[src/rtl/interlock_pkg.sv]
// constants, register map and carrier types of the half-bridge interlock
package interlock_pkg;
    // clock
    localparam int CLK_PERIOD_NS  = 8;
    localparam int CLK_HZ         = 125_000_000;
    // dead time steps
    localparam int DEAD_UNIT_NS   = 1000;
    localparam int DEAD_FINE_NS   = 300;
    localparam int DEAD_UNIT_CYC  = (DEAD_UNIT_NS + CLK_PERIOD_NS - 1) / CLK_PERIOD_NS;
    localparam int DEAD_FINE_CYC  = (DEAD_FINE_NS + CLK_PERIOD_NS - 1) / CLK_PERIOD_NS;
    localparam int GAP_W          = 10;
    localparam logic [GAP_W-1:0] DEAD_DEFAULT_CYC = GAP_W'(4 * DEAD_UNIT_CYC);
    // desaturation blanking interval
    localparam int BLANK_NS       = 2000;
    localparam int BLANK_CYC      = (BLANK_NS + CLK_PERIOD_NS - 1) / CLK_PERIOD_NS;
    // halt timer and command-low time before resume
    localparam int HALT_TIME_MS   = 3000;
    localparam int HALT_CYC       = HALT_TIME_MS * (CLK_HZ / 1000);
    localparam int LOW_TIME_NS    = 9000;
    localparam int LOW_CYC        = LOW_TIME_NS / CLK_PERIOD_NS;
    localparam int LOW_W          = 11;
    // register map, byte addresses
    localparam logic [3:0] OFS_STATUS = 4'h0;
    localparam logic [3:0] OFS_MASK   = 4'h4;
    localparam logic [3:0] OFS_CTRL   = 4'h8;
    localparam logic [3:0] OFS_STATE  = 4'hc;
    // status / mask bits
    localparam int ST_HIGH_TRIP   = 0;
    localparam int ST_LOW_TRIP    = 1;
    localparam int ST_EXT_FAIL    = 2;
    localparam int ST_RESUMED     = 3;
    localparam int ST_W           = 4;
    localparam logic [ST_W-1:0] MASK_RESET = 4'h0;
    // control bits
    localparam int CTRL_FAIL      = 0;
    // state register fields
    localparam int SR_GATE_H      = 0;
    localparam int SR_GATE_L      = 1;
    localparam int SR_HALT        = 2;
    localparam int SR_FAULT       = 3;
    localparam int SR_BYPASS      = 4;
    localparam int SR_DEAD_LSB    = 16;

    // one bit per side of the half bridge
    typedef struct packed {
        logic high;
        logic low;
    } side_t;

    // strap pins, low when grounded
    typedef struct packed {
        logic dead_time_strap_a_n;
        logic dead_time_strap_b_n;
        logic dead_time_fine_strap_n;
        logic bypass_strap_n;
    } straps_t;

    typedef enum logic [1:0] {
        ST_INIT = 2'b00,
        ST_RUN  = 2'b01,
        ST_HALT = 2'b11
    } mode_t;
endpackage

[src/rtl/half_bridge_interlock_desat.sv]
// half-bridge interlock, dead-time insertion, desaturation trip and halt logic
`timescale 1ns/1ps
`default_nettype none
module half_bridge_interlock_desat
    import interlock_pkg::*;
#(
    parameter int unsigned HALT_CYCLES = interlock_pkg::HALT_CYC
) (
    input  wire logic                     CLK,
    input  wire logic                     SYS_RST,
    input  wire interlock_pkg::side_t     CMD,
    input  wire interlock_pkg::straps_t   STRAPS,
    input  wire interlock_pkg::side_t     DESAT,
    input  wire logic                     FAIL_IN,
    output interlock_pkg::side_t          GATE,
    output logic                          HALT_OUT,
    output logic                          FAULT_OUT,
    output logic                          IRQ,
    input  wire logic [3:0]               REG_ADDR,
    input  wire logic [31:0]              REG_WDATA,
    input  wire logic                     REG_WR,
    input  wire logic                     REG_RD,
    output logic [31:0]                   REG_RDATA
);
    import interlock_pkg::*;

    // dead-time cycles from the three strap levels
    function automatic logic [GAP_W-1:0] dead_time_cycles(input straps_t s);
        logic [GAP_W-1:0] units;
        units = GAP_W'({s.dead_time_strap_a_n, s.dead_time_strap_b_n}) + GAP_W'(1);
        dead_time_cycles = GAP_W'(units * GAP_W'(DEAD_UNIT_CYC))
                         + (s.dead_time_fine_strap_n ? GAP_W'(0) : GAP_W'(DEAD_FINE_CYC));
    endfunction

    // saturating counter step
    function automatic logic [GAP_W-1:0] sat_inc(input logic [GAP_W-1:0] v);
        sat_inc = (&v) ? v : v + GAP_W'(1);
    endfunction

    mode_t            state_q, state_d;
    side_t            gate_q, gate_d;
    side_t            trip;
    logic [GAP_W-1:0] dead_cyc_q, dead_cyc_d;
    logic             bypass_q, bypass_d;
    logic [GAP_W-1:0] gap_h_q, gap_h_d, gap_l_q, gap_l_d;
    logic [GAP_W-1:0] blank_h_q, blank_h_d, blank_l_q, blank_l_d;
    logic [31:0]      timer_q, timer_d;
    logic [LOW_W-1:0] low_q, low_d;
    logic             halt_q, halt_d, fault_q, fault_d;
    logic             sw_fail, fail_evt, resume_ok, resumed;
    logic [ST_W-1:0]  status_q, status_d, mask_q, mask_d;
    logic             irq_q, irq_d;
    logic [31:0]      rdata_q, rdata_d;

    // desat trip only while on and after blanking
    always_comb begin
        trip.high = gate_q.high && (blank_h_q >= GAP_W'(BLANK_CYC)) && DESAT.high;
        trip.low  = gate_q.low && (blank_l_q >= GAP_W'(BLANK_CYC)) && DESAT.low;
        sw_fail   = REG_WR && (REG_ADDR == OFS_CTRL) && REG_WDATA[CTRL_FAIL];
        fail_evt  = trip.high || trip.low || FAIL_IN || sw_fail;  // overlap is no failure
        resume_ok = (timer_q >= 32'(HALT_CYCLES)) && !FAIL_IN
                 && (low_q > LOW_W'(LOW_CYC));
    end

    // gate forwarding with interlock and dead time
    always_comb begin
        gate_d = '0;
        if (state_q == ST_RUN && !fail_evt) begin
            if (bypass_q) begin
                gate_d = CMD;
            end else begin
                // both commands high turns both off, silently
                gate_d.high = CMD.high && !CMD.low && !gate_q.low
                           && (gate_q.high || gap_l_q >= dead_cyc_q);
                gate_d.low  = CMD.low && !CMD.high && !gate_q.high
                           && (gate_q.low || gap_h_q >= dead_cyc_q);
            end
        end
        gap_h_d   = gate_q.high ? '0 : sat_inc(gap_h_q);
        gap_l_d   = gate_q.low ? '0 : sat_inc(gap_l_q);
        blank_h_d = gate_q.high ? sat_inc(blank_h_q) : '0;
        blank_l_d = gate_q.low ? sat_inc(blank_l_q) : '0;
    end

    // strap capture, halt sequencing and error memory
    always_comb begin
        state_d  = state_q;
        dead_cyc_d = dead_cyc_q;
        bypass_d = bypass_q;
        timer_d  = timer_q;
        halt_d   = halt_q;
        fault_d  = fault_q;
        resumed  = 1'b0;
        low_d    = (CMD.high || CMD.low) ? '0
                 : ((low_q > LOW_W'(LOW_CYC)) ? low_q : low_q + LOW_W'(1));
        case (state_q)
            ST_INIT: begin
                dead_cyc_d = dead_time_cycles(STRAPS);
                bypass_d = !STRAPS.bypass_strap_n && STRAPS.dead_time_strap_a_n
                        && STRAPS.dead_time_strap_b_n
                        && STRAPS.dead_time_fine_strap_n;
                halt_d   = 1'b0;
                state_d  = ST_RUN;
            end
            ST_RUN: begin
                if (fail_evt) begin
                    state_d = ST_HALT;
                    halt_d  = 1'b1;
                    fault_d = 1'b1;
                    timer_d = '0;
                end
            end
            ST_HALT: begin
                if (timer_q < 32'(HALT_CYCLES)) begin
                    timer_d = timer_q + 32'd1;
                end
                if (resume_ok) begin
                    state_d = ST_RUN;
                    halt_d  = 1'b0;
                    fault_d = 1'b0;
                    resumed = 1'b1;
                end
            end
            default: begin
                state_d = ST_INIT;
                halt_d  = 1'b1;
            end
        endcase
    end

    always_ff @(posedge CLK or posedge SYS_RST) begin
        if (SYS_RST) begin
            state_q   <= ST_INIT;
            gate_q    <= '0;
            dead_cyc_q <= DEAD_DEFAULT_CYC;
            bypass_q  <= 1'b0;
            gap_h_q   <= '0;
            gap_l_q   <= '0;
            blank_h_q <= '0;
            blank_l_q <= '0;
            timer_q   <= '0;
            low_q     <= '0;
            halt_q    <= 1'b1;
            fault_q   <= 1'b0;
        end else begin
            state_q   <= state_d;
            gate_q    <= gate_d;
            dead_cyc_q <= dead_cyc_d;
            bypass_q  <= bypass_d;
            gap_h_q   <= gap_h_d;
            gap_l_q   <= gap_l_d;
            blank_h_q <= blank_h_d;
            blank_l_q <= blank_l_d;
            timer_q   <= timer_d;
            low_q     <= low_d;
            halt_q    <= halt_d;
            fault_q   <= fault_d;
        end
    end

    // register port: sticky status, mask, read mux
    always_comb begin
        logic [ST_W-1:0] ev;
        logic [ST_W-1:0] clr;
        ev = '0;
        ev[ST_HIGH_TRIP] = trip.high;
        ev[ST_LOW_TRIP]  = trip.low;
        ev[ST_EXT_FAIL]  = FAIL_IN && state_q == ST_RUN;
        ev[ST_RESUMED]   = resumed;
        clr = (REG_WR && REG_ADDR == OFS_STATUS) ? REG_WDATA[ST_W-1:0] : '0;
        status_d = (status_q & ~clr) | ev;                         // set wins over clear
        mask_d   = (REG_WR && REG_ADDR == OFS_MASK) ? REG_WDATA[ST_W-1:0] : mask_q;
        irq_d    = |(status_d & mask_d);
        rdata_d  = '0;
        if (REG_RD) begin
            case (REG_ADDR)
                OFS_STATUS: rdata_d[ST_W-1:0] = status_q;
                OFS_MASK:   rdata_d[ST_W-1:0] = mask_q;
                OFS_STATE: begin
                    rdata_d[SR_GATE_H] = gate_q.high;
                    rdata_d[SR_GATE_L] = gate_q.low;
                    rdata_d[SR_HALT]   = halt_q;
                    rdata_d[SR_FAULT]  = fault_q;
                    rdata_d[SR_BYPASS] = bypass_q;
                    rdata_d[SR_DEAD_LSB +: GAP_W] = dead_cyc_q;
                end
                default: rdata_d = '0;
            endcase
        end
    end

    always_ff @(posedge CLK or posedge SYS_RST) begin
        if (SYS_RST) begin
            status_q <= '0;
            mask_q   <= MASK_RESET;
            irq_q    <= 1'b0;
            rdata_q  <= '0;
        end else begin
            status_q <= status_d;
            mask_q   <= mask_d;
            irq_q    <= irq_d;
            rdata_q  <= rdata_d;
        end
    end

    // outputs straight from flops
    assign GATE      = gate_q;
    assign HALT_OUT  = halt_q;
    assign FAULT_OUT = fault_q;
    assign IRQ       = irq_q;
    assign REG_RDATA = rdata_q;

    // checks
    no_overlap_a: assert property (@(posedge CLK) disable iff (SYS_RST)
        !bypass_q |-> !(gate_q.high && gate_q.low))
        else $error("both gates on with interlock active");
    dead_gap_a: assert property (@(posedge CLK) disable iff (SYS_RST)
        (!bypass_q && $rose(gate_q.high)) |-> ($past(gap_l_q) >= dead_cyc_q))
        else $error("high side rose before dead time");
    dead_gap_low_a: assert property (@(posedge CLK) disable iff (SYS_RST)
        (!bypass_q && $rose(gate_q.low)) |-> ($past(gap_h_q) >= dead_cyc_q))
        else $error("low side rose before dead time");
    overlap_quiet_a: assert property (@(posedge CLK) disable iff (SYS_RST)
        (state_q == ST_RUN && CMD.high && CMD.low && !trip.high && !trip.low
         && !FAIL_IN && !sw_fail) |=> (state_q == ST_RUN && !fault_q))
        else $error("overlap raised a fault");
    default_dead_a: assert property (@(posedge CLK) disable iff (SYS_RST)
        (state_q == ST_INIT && STRAPS.dead_time_strap_a_n && STRAPS.dead_time_strap_b_n
         && STRAPS.dead_time_fine_strap_n) |=> (dead_cyc_q == DEAD_DEFAULT_CYC))
        else $error("default dead time is not 4 us");
    bypass_pass_a: assert property (@(posedge CLK) disable iff (SYS_RST)
        (bypass_q && state_q == ST_RUN && !fail_evt) |=> (gate_q == $past(CMD)))
        else $error("bypass did not pass commands");
    blank_ignore_a: assert property (@(posedge CLK) disable iff (SYS_RST)
        $rose(gate_q.high) |-> !trip.high [*8])
        else $error("trip acted on inside blanking");
    blank_restart_a: assert property (@(posedge CLK) disable iff (SYS_RST)
        $rose(gate_q.low) |-> (blank_l_q == 10'd0))
        else $error("blanking did not restart");
    trip_off_a: assert property (@(posedge CLK) disable iff (SYS_RST)
        (trip.high && state_q == ST_RUN) |=> (!gate_q.high && fault_q && halt_q))
        else $error("trip did not turn off and latch");
    halt_block_a: assert property (@(posedge CLK) disable iff (SYS_RST)
        (state_q == ST_HALT) |=> (gate_q == '0 && halt_q == (state_q == ST_HALT)))
        else $error("commands passed during halt");
    resume_gate_a: assert property (@(posedge CLK) disable iff (SYS_RST)
        (state_q == ST_HALT && !resume_ok) |=> (state_q == ST_HALT))
        else $error("left halt too early");
endmodule
`default_nettype wire

[config.mk]
export PLATFORM = sky130hd
export DESIGN_NAME = half_bridge_interlock_desat
export DESIGN_NICKNAME = d
export VERILOG_FILES = /design/src/rtl/interlock_pkg.sv /design/src/rtl/half_bridge_interlock_desat.sv
export SDC_FILE = /design/constraint.sdc
export NUM_CORES = 1
export LEC_CHECK = 0
export BUFFER_PORTS_ARGS = -buffer_cell sky130_fd_sc_hd__clkbuf_2
export CELL_PAD_IN_SITES_DETAIL_PLACEMENT = 0
export CELL_PAD_IN_SITES_GLOBAL_PLACEMENT = 1
export CORE_MARGIN = 10
export CORE_UTILIZATION = 41
export CTS_CLUSTER_DIAMETER = 80
export DETAILED_ROUTE_END_ITERATION = 7
export GPL_TIMING_DRIVEN = 0
export PLACE_DENSITY = 0.73
export SLEW_MARGIN = 5
export SYNTH_ARGS = -nofsm -noshare
export SYNTH_HDL_FRONTEND = slang
export SYNTH_SLANG_ARGS = --single-unit
[constraint.sdc]
create_clock -name CLK -period 3.8 [get_ports CLK]
set_input_delay 0.38 -clock CLK [delete_from_list [all_inputs] [get_ports CLK]]
set_output_delay 0.38 -clock CLK [all_outputs]
set_load 0.005 [all_outputs]
==> summary by stage <==
Detailed routing
The first detailed-routing pass took 5 iterations. The via count is 5833. Signal routing reaches up to met4. After the first detailed-routing iteration, the DRC count stood at 291. The detailed-route vias per instance is 5.356. For this block, the routed nets add up to 16980 um of wire. The routed length per instance is 15.60 um.

The routed design uses 7710 um of met2 wire. The post-route DRC violation count is 0. After detailed routing, the met3 layer carries 701 um of wire. The number of nets with antenna violations after routing is 0. The detailed router put a total of 8335 um of wire on met1.

STA
The relative slew slack is 41.39%. The final count of hold timing violations is 0. The setup-violating endpoint count in the final report is 0. The maximum clock skew at final layout is 9.238 ps. The final number of max-transition violations is 0.

The final critical-path setup slack is 608.1 ps. The time the final worst path needs with I/O delays and setup is 3192 ps. Summed over all failing endpoints, the final setup total negative slack is 0 ps. The highest clock rate is 313.3 MHz.

Setup repair after global routing left no endpoint under its margin. The transition at the pin with the smallest max-transition slack is 871.2 ps. The final critical-path share of the clock period is 84.00%.

Clocking
TritonCTS built the clock tree. At the later pin of the worst-skew pair, clock insertion delay measures 420 ps. The maximum root-to-sink buffer count is 2.

The maximum level of the CTS H-tree is 4. The tree is rooted in a sky130_fd_sc_hd__clkbuf_16. The number of clock sinks is 124. Post-CTS timing repair inserted 0 buffers for setup. The count of hold buffers inserted by post-cts repair is 1.

Post-CTS repair changed the size of 0 cells. The register clock-pin slew on the reported worst setup and hold paths is 50 ps. The total CTS buffers is 17.

Cells and area
The filler cell count is 1655. The sequential cells in the finished layout cover a total of 3112 sq um. The most common cell after layout, fill and taps aside is sky130_fd_sc_hd__dfrtp_1.

The final net count is 955. The library cells used most frequently in the layout, excluding fill and tap cells, are sky130_fd_sc_hd__dfrtp_1 (117), sky130_fd_sc_hd__nor2_1 (72), sky130_fd_sc_hd__nand2_1 (52), sky130_fd_sc_hd__o21ai_0 (52), sky130_fd_sc_hd__ha_1 (49). The area of all placed cells without fillers is 8414 sq um.

The area of the multi-input gates is 3794 sq um. In the final layout, the share of cells above drive strength 1 is 13.08%. The post-synthesis to final-layout area growth is 16.03%. Once layout is complete, the utilization of the core stands at 48.65%. The total inserted antenna cells is 0.

Synth
Of the total synthesized cell area, the portion taken by AND, OR, NAND and NOR gates is 20.48%. For this run, the leading register cell type out of synthesis is sky130_fd_sc_hd__dfrtp_1. The synthesized design contains 124 register bits. The synthesized netlist devotes 15.20% of its cell area to compound gates. The portion of synthesized area spent on multiplexers is 1.760%.

The cell area that synthesis handed to floorplanning was 7252 sq um. Counting flops with a built-in enable in the synthesized netlist gives 0. Ranked by total cell area, the synthesized netlist is headed by sky130_fd_sc_hd__dfrtp_1 (40%), sky130_fd_sc_hd__ha_1 (8.5%), sky130_fd_sc_hd__nor2_1 (3.7%). The fraction of synthesized cell area taken by the top area cell type is 40.37%. Synthesis handed over a netlist of 775 instances. Of all flip-flops after synthesis, the portion carrying an async set or reset was 100.0%. The distinct cell type count after synthesis is 60. Of the total synthesized cell area, the portion taken by full adders, half adders and majority gates is 9.834%. The library cell occupying the most area in the post-synthesis netlist is sky130_fd_sc_hd__dfrtp_1. The synthesized-area fraction occupied by xor and xnor cells is 4.106%. The warning count from the yosys run is 0. After synthesis, the largest family of logic cells by area is simple AND/OR/NAND/NOR gates. The per-instance average area after synthesis is 9.357 sq um. The post-synthesis sequential area ratio is 42.91%.

Floorplan
The effective utilization at floorplan is 41.93%. The number of top-level pins is 86. After floorplanning, the core was divided into 48 placement rows. The floorplan core area is 17300 sq um. The floorplan die area is 23410 sq um. The die is 153.0 um tall. The horizontal die dimension is 153.0 um.

Place
OpenSTA, run right after detailed placement, puts the worst setup slack at 181.1 ps. The count of buffers added on input and output ports is 39. Routability-driven placement finished with a final weighted congestion of 0.8491.

The HPWL after detailed placement is 12450 um. The cell area reported after detailed placement is 7825 sq um.

Worst setup path
The worst register-to-register path ends at timer_q[2]$_DFFE_PP0P_. The data arrival time at the worst-slack endpoint is 3540 ps. STA puts the critical path data required time at 4140 ps. STA classifies the critical path startpoint as a primary input. The slowest stage of the critical path is the sky130_fd_sc_hd__fa_1 cell.

Traced cell by cell, the critical path runs through clkbuf_2 -> inv_1 -> ha_1 -> xnor2_1 -> ha_1 -> fa_1 -> nor2b_1 -> o21ai_0 -> a21oi_1 -> o31a_1 -> or3_1 -> a31o_2. The largest single stage delay on the critical path is 460 ps. Along the worst path, the maximum fanout reaches 8.

The worst setup path category is in2reg. The register-to-register setup slack is 1010 ps. The worst flop-to-flop path startpoint is GATE[0]$_DFF_PP0_. The kind of end point of the critical path is a register. The most frequent cell on the critical path is sky130_fd_sc_hd__ha_1. The worst register-to-register path has a depth of 8.

Run
The max-capacitance violation count is 0.

Power and ir drop
Summed over all nets, the switching power comes to 0.001207 W. The total power of the final layout is 0.003964 W. The clock network is responsible for 40.4% of the overall power. The cell-internal power is 0.002756 W. The analysis attributes to cell leakage a power of 3.889 nW. IR analysis of the VDD net gives a maximum drop of 0.3637 mV. The share of total power dissipated in sequential elements is 39.4%. In this run switching power makes up 30.46% of total power. Power spread over the standard cell area amounts to 471.0 nW/um^2. In this run, the combinational gates consume 20.3% of the power.

GRT
The overall global routing resource usage is 14.40%. The pin count of the biggest net entering global routing is 90. After global routing the overflow that remains totals 0. The global-route wire length before repair is 28550 um. The via count of the first global-routing pass is 5746. The initial antenna violation count is 0.

Hold path
The kind of path behind the tightest hold check is in2reg. The end point of the most critical hold path is bypass_q$_DFFE_PP0N_. The startpoint identified for the worst hold timing path is STRAPS[0]. The number of cells on the worst hold path is 3.

Run status
The flow ran to the end, and the final reports show no timing, DRC or antenna violations.
-- synth_stat cells (3+ instances only) --
master	instances
sky130_fd_sc_hd__xnor2_1	14
sky130_fd_sc_hd__o21a_1	5
sky130_fd_sc_hd__nand4_1	13
sky130_fd_sc_hd__nand2b_1	11
sky130_fd_sc_hd__nor4b_1	3
sky130_fd_sc_hd__mux2i_1	6
sky130_fd_sc_hd__nor2_1	72
sky130_fd_sc_hd__nor2b_1	9
sky130_fd_sc_hd__o2111ai_1	8
sky130_fd_sc_hd__nand2_1	52
sky130_fd_sc_hd__clkbuf_1	16
sky130_fd_sc_hd__a31o_2	3
sky130_fd_sc_hd__o211ai_1	13
sky130_fd_sc_hd__dfrtp_1	117
sky130_fd_sc_hd__buf_4	18
sky130_fd_sc_hd__a22oi_1	4
sky130_fd_sc_hd__a211oi_1	5
sky130_fd_sc_hd__nor3_1	22
sky130_fd_sc_hd__and3_1	14
sky130_fd_sc_hd__o31ai_1	8
sky130_fd_sc_hd__mux2_2	6
sky130_fd_sc_hd__or4_1	9
sky130_fd_sc_hd__nand3b_1	5
sky130_fd_sc_hd__fa_1	5
sky130_fd_sc_hd__buf_2	4
sky130_fd_sc_hd__a21oi_1	47
sky130_fd_sc_hd__or3_1	25
sky130_fd_sc_hd__o211a_1	4
sky130_fd_sc_hd__and2_1	18
sky130_fd_sc_hd__inv_1	49
sky130_fd_sc_hd__nand3_1	24
sky130_fd_sc_hd__o21ai_0	52
sky130_fd_sc_hd__dfstp_2	7
sky130_fd_sc_hd__xor2_1	20
sky130_fd_sc_hd__and4_1	4
sky130_fd_sc_hd__ha_1	49
-- cell families after synthesis --
logic type                 count (synthesis)
AOI/OAI and AO/OA                        171
xor gates and xnor gates                  34
adders and majority gates                 54
buffers and inverters                     90
DFF                                      124
muxes                                     12
other                                      1
and+or+nand+nor                          289
-- sequential cells by signal, summed over array words and instances, names as in the netlist --
name        cells
timer_q        32
REG_RDATA      15
low_q          11
blank_h_q      10
blank_l_q      10
dead_cyc_q     10
gap_h_q        10
gap_l_q        10
mask_q          4
status_q        4
GATE            2
state_q         2
FAULT_OUT       1
HALT_OUT        1
IRQ             1
bypass_q        1
-- worst max-delay path by stage --
stage	cells after the start	slack [ps]	from	end
2_1_floorplan	1	130	SYS_RST	FAULT_OUT$_DFFE_PP0P_
3_3_place_gp	2	-1330	SYS_RST	blank_h_q[6]$_DFFE_PP0P_
3_5_place_dp	12	180	STRAPS[2]	dead_cyc_q[8]$_DFFE_PP1N_
4_1_cts	12	610	STRAPS[2]	dead_cyc_q[8]$_DFFE_PP1N_
5_1_grt	12	400	STRAPS[2]	dead_cyc_q[8]$_DFFE_PP1N_
6_report	12	610	STRAPS[2]	dead_cyc_q[8]$_DFFE_PP1N_
-- critical path, delay by kind of cell --
| kind | cells | cell delay (ps) |
|---|---|---|
| AOI/OAI and AO/OA | 4 | 890 |
| xor gates and xnor gates | 1 | 310 |
| and+or+nand+nor | 2 | 460 |
| adders and majority gates | 3 | 1160 |
| buffers and inverters | 2 | 340 |
-- metal layers --
layer	vias up	track usage (%)
met5	-	0
met4	0	4.314
met3	15	3.591
met2	124	22.35
met1	2836	19.34
li1	2858	-
-- power groups by stage --
stage               registers (W)  logic [W]  clock network (W)
floorplan                 0.00154   0.000580                  0
global placement          0.00158   0.000774                  0
detailed placement        0.00158   0.000801                  0
CTS                       0.00156   0.000808            0.00164
global route              0.00157   0.000918            0.00170
finish                    0.00156   0.000803            0.00160
-- metrics by stage --
step           hold WS (ps)  cells
2_1_floorplan         453.6    792
3_3_place_gp          462.3   1056
3_5_place_dp          396.3   1057
4_1_cts               242.0   1089
5_1_grt               252.3   1089
6_report              255.0   1089
-- layout make-up --
cell class,instances,share of cell area [%]
clock buffers,24,5.844
multi-input cells,578,45.09
repair buffers,41,2.766
inverters,51,2.335
flip-flops and latches,124,36.98
clock inverters,7,1.041
plain buffers,39,2.602
well taps,225,3.346
Note: power is estimated with default switching activity, not from simulation.
